**src/shared/ale_pkg.sv**
```systemverilog
// Shared types and constants for the adaptive logic element.
// Assumes a 32-bit classic Wishbone register bus and one system clock.

package ale_pkg;

	// ---------------------------------------------------------------
	// Register offsets and reset values
	// ---------------------------------------------------------------
	localparam logic [7:0] CTRL_OFS = 8'h00; // Mode, packing, clocks, clears.
	localparam logic [7:0] MASK0_LO_OFS = 8'h04; // Table 0 truth bits 31..0.
	localparam logic [7:0] MASK0_HI_OFS = 8'h08; // Table 0 truth bits 63..32.
	localparam logic [7:0] MASK1_LO_OFS = 8'h0C; // Table 1 truth bits 31..0.
	localparam logic [7:0] MASK1_HI_OFS = 8'h10; // Table 1 truth bits 63..32.
	localparam logic [7:0] STATUS_OFS = 8'h14; // Read-only live state.
	localparam logic [31:0] CTRL_RST = 32'h0000_0000; // Normal mode, no packing.
	localparam logic [31:0] MASK_RST = 32'h0000_0000; // Tables read zero.

	// ---------------------------------------------------------------
	// Carry chain start positions inside a cluster, counted from 0
	// ---------------------------------------------------------------
	localparam int CHAIN_START_FIRST = 0;
	localparam int CHAIN_START_SIXTH = 5;

	// ---------------------------------------------------------------
	// Enumerations
	// ---------------------------------------------------------------
	typedef enum logic [1:0] {
		MODE_NORMAL = 2'b00,
		MODE_EXTENDED = 2'b01,
		MODE_ARITH = 2'b10
	} mode_t;

	typedef enum logic [1:0] {
		PACK_NONE = 2'b00,
		PACK_5LUT_1 = 2'b01,
		PACK_5LUT_2 = 2'b10,
		PACK_3LUT_2 = 2'b11
	} pack_t;

	typedef enum logic [1:0] {
		TIMING_NORMAL = 2'b00,
		TIMING_BORROW = 2'b01,
		TIMING_LATCH = 2'b10
	} timing_t;

	// ---------------------------------------------------------------
	// Register layouts, most significant field first
	// ---------------------------------------------------------------
	typedef struct packed {
		logic [4:0] spare; // Reads as written, no effect.
		logic [1:0] aclr_sel; // Per pair: which cluster async clear.
		logic [1:0] sclr_sel; // Per pair: which cluster sync clear.
		logic [1:0] aclr_en; // Per pair: async clear used.
		logic [1:0] sclr_en; // Per pair: sync clear used.
		logic [1:0] ce_en; // Per pair: clock enable used.
		logic [7:0] clk_sel; // Per register: {delayed, source}.
		timing_t timing; // Register timing mode.
		logic carry_start; // Chain begins in this element.
		logic subtract; // Add or subtract.
		logic single6; // One six-input function.
		pack_t pack; // Packed register paths.
		mode_t mode; // Operating mode.
	} ctrl_t;

	typedef struct packed {
		logic [23:0] spare; // Reads zero.
		logic cfg_err; // Illegal configuration seen.
		logic carry_out; // Final carry of this element.
		logic [1:0] comb; // Combinational outputs.
		logic [3:0] regs; // Register outputs.
	} status_t;

	// ---------------------------------------------------------------
	// Carriers from the cluster local interconnect and control block
	// ---------------------------------------------------------------
	typedef struct packed {
		logic shared_a;
		logic shared_b;
		logic table0_in_c;
		logic table1_in_c;
		logic table0_in_d;
		logic table1_in_d;
		logic in_e;
		logic in_f;
	} elem_in_t;

	typedef struct packed {
		logic [1:0] cluster_clock; // Two cluster clock levels.
		logic [1:0] clk_en; // Two cluster clock enables.
		logic [1:0] sclr; // Two cluster sync clears.
		logic [1:0] aclr; // Two cluster async clears.
		logic cnt_en; // Counter enable, arithmetic mode.
		logic count_down; // Up or down direction.
	} cluster_ctrl_t;

endpackage

```
**src/element_table.sv**
```systemverilog
// One half-table: a 64-bit truth table read four ways.
// Assumes the index is already ordered by the caller for the mode.
`timescale 1ns/1ps

module element_table
	import ale_pkg::*;
(
	input wire logic [63:0] i_mask,
	input wire logic [5:0] i_idx,
	output logic o_out6,
	output logic o_out5,
	output logic o_quad0,
	output logic o_quad1
);

	// Full six-input read, low five-input read, two four-input reads.
	assign o_out6 = i_mask[i_idx];
	assign o_out5 = i_mask[{1'b0, i_idx[4:0]}];
	assign o_quad0 = i_mask[{2'b00, i_idx[3:0]}];
	assign o_quad1 = i_mask[{2'b01, i_idx[3:0]}];

endmodule

```
**src/element_register.sv**
```systemverilog
// One programmable element register emulated on the system clock.
// Assumes cluster clock levels are synchronous samples on i_clk.
`timescale 1ns/1ps

module element_register
	import ale_pkg::*;
(
	input wire logic i_clk,
	input wire logic i_rst,
	input wire timing_t i_timing,
	input wire logic i_clk_norm,
	input wire logic i_clk_dly,
	input wire logic i_ce,
	input wire logic i_sclr,
	input wire logic i_d,
	output logic o_q
);

	logic prev_q, prev_d; // Last level of the normal clock.
	logic master_q, master_d; // Master latch.
	logic slave_q, slave_d; // Slave latch, drives the output.
	logic hold_q, hold_d; // Extra slave in the enable feedback.
	logic load; // Value offered to the master.

	// ---------------------------------------------------------------
	// Next state
	// ---------------------------------------------------------------
	// Enable is checked before clear, so a clear waits for the enable.
	always_comb
	begin
		prev_d = i_clk_norm;
		master_d = master_q;
		slave_d = slave_q;
		hold_d = hold_q;
		load = i_ce ? (i_d & ~i_sclr) : slave_q;
		unique case (i_timing)
			TIMING_BORROW:
			begin
				// Feedback comes from the held copy, not the moving output.
				load = i_ce ? (i_d & ~i_sclr) : hold_q;
				if (!i_clk_dly)
					master_d = load;
				if (i_clk_norm)
					slave_d = master_q;
				if (i_clk_dly)
					hold_d = slave_q;
			end
			TIMING_LATCH:
			begin
				// Negative master latch, slave always transparent.
				if (!i_clk_dly)
					master_d = load;
				slave_d = master_d;
			end
			default:
			begin
				// Edge-triggered flip-flop on the selected clock.
				master_d = load;
				if (i_clk_norm && !prev_q)
					slave_d = load;
			end
		endcase
	end

	// Register stage; the async clear brings every latch to zero.
	always_ff @(posedge i_clk or posedge i_rst)
	begin
		if (i_rst)
		begin
			prev_q <= 1'b0;
			master_q <= 1'b0;
			slave_q <= 1'b0;
			hold_q <= 1'b0;
		end
		else
		begin
			prev_q <= prev_d;
			master_q <= master_d;
			slave_q <= slave_d;
			hold_q <= hold_d;
		end
	end

	assign o_q = slave_q;
endmodule

```
**src/adaptive_logic_element.sv**
```systemverilog
// Adaptive logic element: two half-tables, two adders, four registers.
// Assumes a classic Wishbone master and cluster signals synchronous to i_clk.
//
// Behaviour
// Normal mode: two functions or one six-input.
// Normal mode takes up to eight data inputs.
// Two five-input functions share inputs a, b.
// Four with five input pairing shares a or b.
// Smaller function pairs fit by table content.
// Inputs e,d0,c0,c1,d1,f; a,b feed both tables.
// Packing routes a and/or b straight to registers.
// Packing: 5-table one path, two paths, 3-tables.
// Six-input function disables register packing.
// Extended mode: eight-input function on all inputs.
// Extended packing only via shared a or b.
// Arithmetic: four-input table pairs feed two adders.
// Arithmetic: enables, up/down, add/sub, sync clear.
// Clear and enable per register pair switchable.
// Two-bit carry-select splits chain delay.
// Chain starts at first or sixth element only.
// Four cluster clocks selectable for each register.
// Two normal clocks plus two delayed copies.
// Borrowing: delayed clock master, normal clock slave.
// Borrowing: feedback slave holds previous data.
// Latch mode: one master, one slave clock.
// Latch: slave clock one high, master negative.
// Four registers with clocks, enable and clears.
// Clock enable takes priority over sync clear.
// Clears: two sync, two async, three total.
// Configuration is static while running.
// Normal register captures on selected clock edge.
//
// The Wishbone slave port and the register offsets were left to the implementer.
`timescale 1ns/1ps

module adaptive_logic_element
	import ale_pkg::*;
#(
	parameter int ELEMENT_POS = 0
)
(
	input wire logic i_clk,
	input wire logic i_sys_rst,
	input wire logic i_wb_cyc,
	input wire logic i_wb_stb,
	input wire logic i_wb_we,
	input wire logic [7:0] i_wb_adr,
	input wire logic [3:0] i_wb_sel,
	input wire logic [31:0] i_wb_dat,
	output logic [31:0] o_wb_dat,
	output logic o_wb_ack,
	input wire logic i_run,
	input wire elem_in_t i_data,
	input wire cluster_ctrl_t i_cluster,
	input wire logic i_carry_in,
	output logic o_carry_out,
	output logic [1:0] o_comb,
	output logic [3:0] o_reg
);

	// ---------------------------------------------------------------
	// Declarations
	// ---------------------------------------------------------------
	ctrl_t ctrl_q, ctrl_d; // Configuration word.
	logic [31:0] mask_q [4]; // Truth table words.
	logic [31:0] mask_d [4];
	logic ack_q, ack_d; // Bus acknowledge.
	logic [31:0] rdat_q, rdat_d; // Read data held with ack.
	logic [1:0] dly_q, dly_d; // Delayed cluster clocks.
	logic wr; // Write takes effect this edge.
	status_t status; // Live status word.
	logic [5:0] idx0, idx1; // Table indices.
	logic t0_6, t0_5, t0_q0, t0_q1; // Table 0 reads.
	logic t1_6, t1_5, t1_q0, t1_q1; // Table 1 reads.
	logic sub_eff, y0, y1, cin; // Adder operands.
	logic p0, g0, p1, g1, c_mid, co0, co1, carry; // Carry select.
	logic pos_ok; // Element may start a chain.
	pack_t pack_eff; // Packing actually applied.
	logic [3:0] reg_data; // Data into each register.
	logic [1:0] sclr_used, aclr_used; // Distinct clears in use.
	logic [2:0] clears; // Count of distinct clears.
	logic cfg_err; // Illegal configuration.

	// Byte-lane merge for a write with select bits.
	function automatic logic [31:0] merge(input logic [31:0] old,
		input logic [31:0] new_val, input logic [3:0] sel);
		logic [31:0] res;
		res = old;
		for (int i = 0; i < 4; i++)
		begin
			if (sel[i])
				res[8*i +: 8] = new_val[8*i +: 8];
		end
		return res;
	endfunction

	// ---------------------------------------------------------------
	// Wishbone slave
	// ---------------------------------------------------------------
	// Ack one cycle after the request; the write lands on the edge
	// where the master sees ack, so address and data are still held.
	// Writes while running are acked but dropped, keeping setup static.
	always_comb
	begin
		ack_d = i_wb_cyc & i_wb_stb & ~ack_q;
		wr = i_wb_cyc & i_wb_stb & i_wb_we & ack_q & ~i_run;
		rdat_d = rdat_q;
		ctrl_d = ctrl_q;
		mask_d = mask_q;
		if (ack_d)
		begin
			unique case (i_wb_adr)
				CTRL_OFS: rdat_d = ctrl_q;
				MASK0_LO_OFS: rdat_d = mask_q[0];
				MASK0_HI_OFS: rdat_d = mask_q[1];
				MASK1_LO_OFS: rdat_d = mask_q[2];
				MASK1_HI_OFS: rdat_d = mask_q[3];
				STATUS_OFS: rdat_d = status;
				default: rdat_d = 32'h0000_0000;
			endcase
		end
		if (wr)
		begin
			unique case (i_wb_adr)
				CTRL_OFS: ctrl_d = merge(ctrl_q, i_wb_dat, i_wb_sel);
				MASK0_LO_OFS: mask_d[0] = merge(mask_q[0], i_wb_dat, i_wb_sel);
				MASK0_HI_OFS: mask_d[1] = merge(mask_q[1], i_wb_dat, i_wb_sel);
				MASK1_LO_OFS: mask_d[2] = merge(mask_q[2], i_wb_dat, i_wb_sel);
				MASK1_HI_OFS: mask_d[3] = merge(mask_q[3], i_wb_dat, i_wb_sel);
				default: ctrl_d = ctrl_q;
			endcase
		end
	end

	// Bus and configuration registers.
	always_ff @(posedge i_clk or posedge i_sys_rst)
	begin
		if (i_sys_rst)
		begin
			ack_q <= 1'b0;
			rdat_q <= 32'h0000_0000;
			ctrl_q <= CTRL_RST;
			for (int i = 0; i < 4; i++)
				mask_q[i] <= MASK_RST;
		end
		else
		begin
			ack_q <= ack_d;
			rdat_q <= rdat_d;
			ctrl_q <= ctrl_d;
			mask_q <= mask_d;
		end
	end

	assign o_wb_ack = ack_q;
	assign o_wb_dat = rdat_q;

	// ---------------------------------------------------------------
	// Delay cell
	// ---------------------------------------------------------------
	// One system cycle of delay stands in for the analog delay cell.
	always_comb
	begin
		dly_d = i_cluster.cluster_clock;
	end

	always_ff @(posedge i_clk or posedge i_sys_rst)
	begin
		if (i_sys_rst)
			dly_q <= 2'b00;
		else
			dly_q <= dly_d;
	end

	// ---------------------------------------------------------------
	// Half-tables
	// ---------------------------------------------------------------
	// Shared a and b sit in the low bits of both indices.
	assign idx0 = {i_data.in_f, i_data.in_e, i_data.table0_in_d,
		i_data.table0_in_c, i_data.shared_b, i_data.shared_a};
	assign idx1 = {i_data.in_e, i_data.in_f, i_data.table1_in_d,
		i_data.table1_in_c, i_data.shared_b, i_data.shared_a};

	element_table u_table0 (
		.i_mask({mask_q[1], mask_q[0]}),
		.i_idx(idx0),
		.o_out6(t0_6),
		.o_out5(t0_5),
		.o_quad0(t0_q0),
		.o_quad1(t0_q1)
	);

	element_table u_table1 (
		.i_mask({mask_q[3], mask_q[2]}),
		.i_idx(idx1),
		.o_out6(t1_6),
		.o_out5(t1_5),
		.o_quad0(t1_q0),
		.o_quad1(t1_q1)
	);

	// ---------------------------------------------------------------
	// Adders and carry select
	// ---------------------------------------------------------------
	// Both carries of the two-bit block are formed ahead of the
	// incoming carry, which then only steers a mux.
	always_comb
	begin
		pos_ok = (ELEMENT_POS == CHAIN_START_FIRST) ||
			(ELEMENT_POS == CHAIN_START_SIXTH);
		sub_eff = ctrl_q.subtract ^ i_cluster.count_down;
		y0 = t0_q1 ^ sub_eff;
		y1 = t1_q1 ^ sub_eff;
		cin = (ctrl_q.carry_start && pos_ok) ? sub_eff : i_carry_in;
		p0 = t0_q0 ^ y0;
		g0 = t0_q0 & y0;
		p1 = t1_q0 ^ y1;
		g1 = t1_q0 & y1;
		c_mid = g0 | (p0 & cin);
		co0 = g1 | (p1 & g0);
		co1 = g1 | (p1 & (g0 | p0));
		carry = cin ? co1 : co0;
	end

	// ---------------------------------------------------------------
	// Mode output select
	// ---------------------------------------------------------------
	always_comb
	begin
		o_carry_out = 1'b0;
		unique case (ctrl_q.mode)
			MODE_EXTENDED:
				// Table 1 picks between a six-input read and its own.
				o_comb = {t1_q0, t1_q0 ? t0_6 : t1_q1};
			MODE_ARITH:
			begin
				o_comb = {p1 ^ c_mid, p0 ^ cin};
				o_carry_out = carry;
			end
			default:
				o_comb = ctrl_q.single6 ? {t0_6, t0_6} : {t1_5, t0_5};
		endcase
	end

	// ---------------------------------------------------------------
	// Register data and configuration checks
	// ---------------------------------------------------------------
	always_comb
	begin
		pack_eff = ctrl_q.pack;
		if (ctrl_q.mode == MODE_ARITH || (ctrl_q.mode != MODE_EXTENDED && ctrl_q.single6))
			pack_eff = PACK_NONE;
		else if (ctrl_q.mode == MODE_EXTENDED && ctrl_q.pack == PACK_3LUT_2)
			pack_eff = PACK_5LUT_1;
		reg_data[0] = o_comb[0];
		reg_data[2] = o_comb[1];
		reg_data[1] = (pack_eff != PACK_NONE) ? i_data.shared_a : o_comb[0];
		reg_data[3] = (pack_eff == PACK_5LUT_2 || pack_eff == PACK_3LUT_2) ?
			i_data.shared_b : o_comb[1];
		for (int k = 0; k < 2; k++)
		begin
			sclr_used[k] = (ctrl_q.sclr_en[0] && ctrl_q.sclr_sel[0] == k[0]) ||
				(ctrl_q.sclr_en[1] && ctrl_q.sclr_sel[1] == k[0]);
			aclr_used[k] = (ctrl_q.aclr_en[0] && ctrl_q.aclr_sel[0] == k[0]) ||
				(ctrl_q.aclr_en[1] && ctrl_q.aclr_sel[1] == k[0]);
		end
		clears = 3'(sclr_used[0]) + 3'(sclr_used[1]) + 3'(aclr_used[0]) +
			3'(aclr_used[1]);
		cfg_err = (ctrl_q.mode == 2'b11) || (ctrl_q.timing == 2'b11) ||
			(clears > 3'd3) ||
			(ctrl_q.carry_start && !pos_ok) || (pack_eff != ctrl_q.pack);
	end

	assign status = '{spare: 24'h00_0000, cfg_err: cfg_err, carry_out: o_carry_out,
		comb: o_comb, regs: o_reg};

	// ---------------------------------------------------------------
	// Four registers, two per half-table pair
	// ---------------------------------------------------------------
	// The async clear is combined with system reset; clear inputs must
	// be glitch-free, as in the cluster control block.
	for (genvar g = 0; g < 4; g++)
	begin : g_reg
		logic [1:0] sel;
		logic norm, dly, ce, sclr, rst;
		assign sel = ctrl_q.clk_sel[2*g +: 2];
		assign ce = (~ctrl_q.ce_en[g/2] | i_cluster.clk_en[g/2]) &
			(ctrl_q.mode != MODE_ARITH | i_cluster.cnt_en);
		assign sclr = ctrl_q.sclr_en[g/2] & i_cluster.sclr[ctrl_q.sclr_sel[g/2]];
		assign rst = i_sys_rst |
			(ctrl_q.aclr_en[g/2] & i_cluster.aclr[ctrl_q.aclr_sel[g/2]]);
		always_comb
		begin
			unique case (ctrl_q.timing)
				TIMING_LATCH:
				begin
					norm = 1'b1;
					dly = dly_q[0];
				end
				TIMING_BORROW:
				begin
					norm = i_cluster.cluster_clock[sel[0]];
					dly = dly_q[sel[0]];
				end
				default:
				begin
					norm = sel[1] ? dly_q[sel[0]] : i_cluster.cluster_clock[sel[0]];
					dly = norm;
				end
			endcase
		end
		element_register u_reg (
			.i_clk(i_clk),
			.i_rst(rst),
			.i_timing(ctrl_q.timing),
			.i_clk_norm(norm),
			.i_clk_dly(dly),
			.i_ce(ce),
			.i_sclr(sclr),
			.i_d(reg_data[g]),
			.o_q(o_reg[g])
		);
	end
endmodule

```
**config.mk**
```make
export PLATFORM = sky130hd
export DESIGN_NAME = adaptive_logic_element
export DESIGN_NICKNAME = d
export VERILOG_FILES = /design/src/shared/ale_pkg.sv /design/src/element_table.sv /design/src/element_register.sv /design/src/adaptive_logic_element.sv
export SDC_FILE = /design/constraint.sdc
export NUM_CORES = 1
export LEC_CHECK = 0
export ABC_AREA = 1
export ABC_CLOCK_PERIOD_IN_PS = 7660
export BUFFER_PORTS_ARGS = -buffer_cell sky130_fd_sc_hd__buf_4
export CAP_MARGIN = 20
export CORE_MARGIN = 2
export CORE_UTILIZATION = 54
export DETAILED_ROUTE_END_ITERATION = 8
export MAX_ROUTING_LAYER = met4
export PLACE_DENSITY = 0.71
export SLEW_MARGIN = 40
export SYNTH_ARGS = -nofsm -noshare
export SYNTH_HDL_FRONTEND = slang
export SYNTH_SLANG_ARGS = --single-unit
```
**constraint.sdc**
```tcl
create_clock -name i_clk -period 7.66 [get_ports i_clk]
set_clock_uncertainty 0.2 [all_clocks]
set_input_delay 1.532 -clock i_clk [delete_from_list [all_inputs] [get_ports i_clk]]
set_output_delay 1.532 -clock i_clk [all_outputs]
set_load 0.01 [all_outputs]
```
Word-level counts from Yosys, hierarchy flattened
Cells that the tools add are included.

word-level totals
  flip-flop bits (word level) = 211
  input port bits = 69
  output and inout bits = 40

cells by class
  add/subtract/negate cells = 3
  $lt $le $gt $ge = 16
  eq/ne operators = 25
  multiplexer cells = 93
  bitwise logic cells = 46
  reduce and logical (&&, ||, !) cells = 61

operator list
  operator            number
  $pmux 32 s6         1
  $mux 1              65
  $reduce_and 3->1    20
  $pmux 1 s2          16
  $lt 5x7->1 const B  4
  $and 1x1->1         20
  $bmux 1 s4          4
  $eq 8x4->1 const B  2
  $eq 8x5->1 const B  2
  $lt 1x2->1 const B  8
  $reduce_and 2->1    8
  $eq 2x2->1 const B  7
  $logic_and 1x1->1   14
  $lt 4x7->1 const B  2
  $reduce_bool 3->1   4
  $bmux 1 s5          2
  $ne 2x1->1 const B  5
  $ne 2x2->1 const B  5
  $not 1->1           10
  $logic_or 1x1->1    9
  $or 1x1->1          9
  $eq 8x3->1 const B  1
  $logic_not 8->1     1
  $lt 6x7->1 const B  1
  other kinds (12)    24

Depth between registers and ports, before layout
  depth in word-level cells = 13
  depth in mapped cells = 21

Hierarchy
Synthesis repeated with hierarchy kept, for this count alone.

unflattened totals
  cell total of the unflattened synthesis = 1635
  area total of the unflattened synthesis = 12221.7 um^2

modules (own cells, without submodules)
  module                  times used  cells an instance  area an instance (um^2)
  adaptive_logic_element  1           1135               9541.7
  element_table           2           166                774.5
  element_register        4           42                 282.8

Worst setup path after synthesis
Ideal clock, no wire load.

  path kind = input -> output
  start = input port i_data[5] (netlist name)
  end = output port o_comb[0]
  arrival time = 3.374 ns
  setup slack = 2.554 ns
  stages = 14
  path buffers = 2
  cell sequence = clkbuf_1 inv_1 nand3_1 nand3_1 nand2_1 xor2_1 inv_1 fa_1 nor2_1 nor2_1 nand2_1 nand2_1 inv_1 buf_4

on the way
  cells in the longest elaborated chain, start to end = 6
  elaborated cells on any way between the ends = 14
  those cells by class = mux (11); bitwise (3)

ends and longest elaborated chain
  what                          line                           RTL
  start: declaration            adaptive_logic_element.sv:53   input wire elem_in_t i_data,
  $bmux 1 s4                    element_table.sv:20            assign o_quad1 = i_mask[{2'b01, i_idx[3:0]}];
  $mux 1 (not written as such)  element_table.sv:20
  $xor 1x1->1                   adaptive_logic_element.sv:212  y0 = t0_q1 ^ sub_eff;
  $xor 1x1->1                   adaptive_logic_element.sv:215  p0 = t0_q0 ^ y0;
  $xor 1x1->1                   adaptive_logic_element.sv:237  o_comb = {p1 ^ c_mid, p0 ^ cin};
  $pmux 2 s2 (*)                adaptive_logic_element.sv:231  unique case (ctrl_q.mode)
  end: declaration              adaptive_logic_element.sv:57   output logic [1:0] o_comb,

Mark *: on every way between the ends. The rest lies on a longest branch, timed or not. The select of a mux whose other input is x is not followed.

Worst setup path after layout
  start = input port i_data[7] (netlist name)
  end = output port o_comb[0]

Same word-level chain as after synthesis.

==> flow_summary.toml <==
[status]
status = "finished, final reports clean"

[yosys]
synthArstFlopShare_pct = 100
synth_most_common_cell = "nand2_1"
avgSynthCellArea_um2 = 7.75
synth_top_area_cell = "dfrtp_1"
synthTopCellsByCount = "nand2_1, o21ai_0, dfrtp_1"
ys_ff_latch = 211
synth_edf_count = 0
ys.flop_type = "dfrtp_1"
syn_inst = 1391
synth_area_mm2 = 0.0108
synth.area.top_cells = "dfrtp_1, nand2_1, o21ai_0"
synth_top_area_share_pct = 49.0
yosys_warnings = 0
ys_seq_area_share_pct = 49.0
syn-num-nets = 1471
ys_types = 43

[timing]
hold_violations = 0
max_freq_mhz = 164
min_period_over_period_pct = 79.6
rsz0062_at_grt = "false"
final.setup.worst_slack_ns = 1.56
worst_pin_slew_ns = 0.804
slew_headroom_pct = 46.3
drv_slew = 0
setup_viol = 0
whs_ns = 0.201
fin_setup_tns_ns = 0
period_minus_slack_ns = 6.10

[clock_tree]
cts_resized = 0
h-tree-depth = 1
cts_tree = "done"
clkTransAtPathRegs_ns = 0.06
numCtsBuffers = 23
clk_path_buf_depth = 3
clkLatencyLatePin_ns = 0.52
cts.sinks = 211
postCtsSetupBuffers = 0
holdBufCountCts = 0
cts_root_buf = "clkbuf_16"

[place]
dpl.hpwl_mm = 23.6
gp_congestion = 1.00
io_buffer_count = 108
place_ws_ns = 1.65
dpl_cell_area_mm2 = 0.0117

[global_route]
grt_use_met1_pct = 44.6
grt_pass1_wl_mm = 52.8
use_met2_pct = 47.9
grt_use_met3_pct = 6.73
track_usage_pct = 32.5
busiest_layer = "met2"
overflow = 0
grt_max_degree = 124
grt_pass1_vias = 9481
antenna_found_initial = 2

[setup_path]
r2r-end = "g_reg[1].u_reg.master_q"
setup.worst_path.start = "i_data[7]"
cp.arrival_ns = 4.37
cp_max_fo = 67
cp-start-kind = "input port"
r2r-start = "mask_q[119]"
reg2reg_depth = 20
required_ns = 5.93
r2r_setup_slack_ns = 4.68
worstSetupPathType = "in -> out"
cp-end-kind = "output pin"

[layout]
fillers = 1761
multi_input_area_mm2 = 0.00460
drive_gt1_share_pct = 10.7
fin_area_mm2 = 0.0124
nNetsFinal = 1546
seqCellArea_mm2 = 0.00528
area_growth_pct = 15.1

[drt]
wl_per_cell_um = 19.1
drc = 0
drt_iter0_markers = 919
routed_wl_mm = 33.4
first_pass_iters = 5
vias = 10000
viasPerCell = 5.74
ant_nets = 0

[floorplanning]
ios = 109
dieArea_mm2 = 0.0211
floorplan.rows = 51
die_x_um = 145
core_area_mm2 = 0.0195
start_util_pct = 55.2
die_h_um = 145

[power_and_ir_drop]
powerDensity_mw_per_mm2 = 192
p_leak_nw = 5.89
ir_drop_mv = 0.163

[job]
maxCapViolCount = 0

[worst_hold_path]
hp-class = "reg -> async"
[worst max-delay path by stage]
stage,to,slack [ns],depth (start not counted)
2_1_floorplan,ctrl_q[0],0.62,1
3_5_place_dp,o_comb[0],1.65,16
6_report,o_comb[0],1.56,16
3_3_place_gp,o_comb[0],1.72,16
4_1_cts,o_comb[0],1.65,16
5_1_grt,o_comb[1],1.30,16
[report_power, final]
part / leakage (nW) / switching [mW] / internal, mW
Sequential: 2.91 / 0.00980 / 1.13
Clock: 0.344 / 0.443 / 0.619
Combinational: 2.64 / 0.122 / 0.0661
Total: 5.89 / 0.574 / 1.81
[per-layer routing]
metal / share of wire, % / wire length (um)
met1: 43 / 14300
met2: 43 / 14500
met3: 9.0 / 3020
met4: 4.4 / 1480
met5: 0 / 0
[per-stage QoR]
step,cells,total power [mW],utilization [%]
after detailed placement,1706,1.34,59.8
final,1748,2.39,63.5
after global routing,1748,2.46,63.5
after global placement,1706,1.34,59.8
after CTS,1746,2.40,63.5
after floorplan,1391,1.27,-
[registers in the layout, summed over array words and instances (netlist names)]
register / count
o_wb_dat: 32
g.u_reg.hold_q: 4
g.u_reg.master_q: 4
g.u_reg.prev_q: 4
ctrl_q: 32
g.u_reg.o_q: 4
dly_q: 2
o_wb_ack: 1
mask_q: 128
[critical path, stage by stage]
cell and delay [ns]:
buf_4 0.51, inv_2 0.41, nand2_1 0.15, nand3_1 0.08, nand3_1 0.11, nand3_1 0.10, nand2_1 0.11, xor2_1 0.19
inv_1 0.10, fa_1 0.52, nor2_1 0.05, nor2_1 0.08, nand2_1 0.08, nand2_1 0.10, inv_1 0.07, buf_4 0.14
[cell type report]
cell class	instances	share of cell area, %
Timing Repair Buffer	117	7.11
Antenna cell	2	0.0404
Clock buffer	36	5.28
Clock inverter	4	0.424
Tap cell	265	2.67
Inverter	156	4.82
Sequential cell	211	42.6
Multi-Input combinational cell	957	37.1
[placed cells by master, fill, tap and decap left out, drive strengths merged, types with 19 or more instances in the layout]
| cell | count |
|---|---|
| nand2 | 435 |
| o21ai | 244 |
| dfrtp | 211 |
| inv | 153 |
| buf | 117 |
| nand3 | 80 |
| a21oi | 44 |
| clkbuf | 36 |
| nor2 | 35 |
| o211ai | 22 |
| a221oi | 20 |
| o22ai | 19 |
[cell families (layout without fill, tap and decap cells)]
group | Yosys count | after routing | synth area share [%]
flops | 211 | 211 | 49.0
simple gates | 561 | 561 | 20.8
fa+ha+maj | 11 | 11 | 1.42
xor+xnor | 4 | 4 | 0.325
compound gates | 381 | 381 | 20.0
other cells | 0 | 2 | 0
buf+inv | 223 | 313 | 8.50
(Power assumes the default switching activity.)
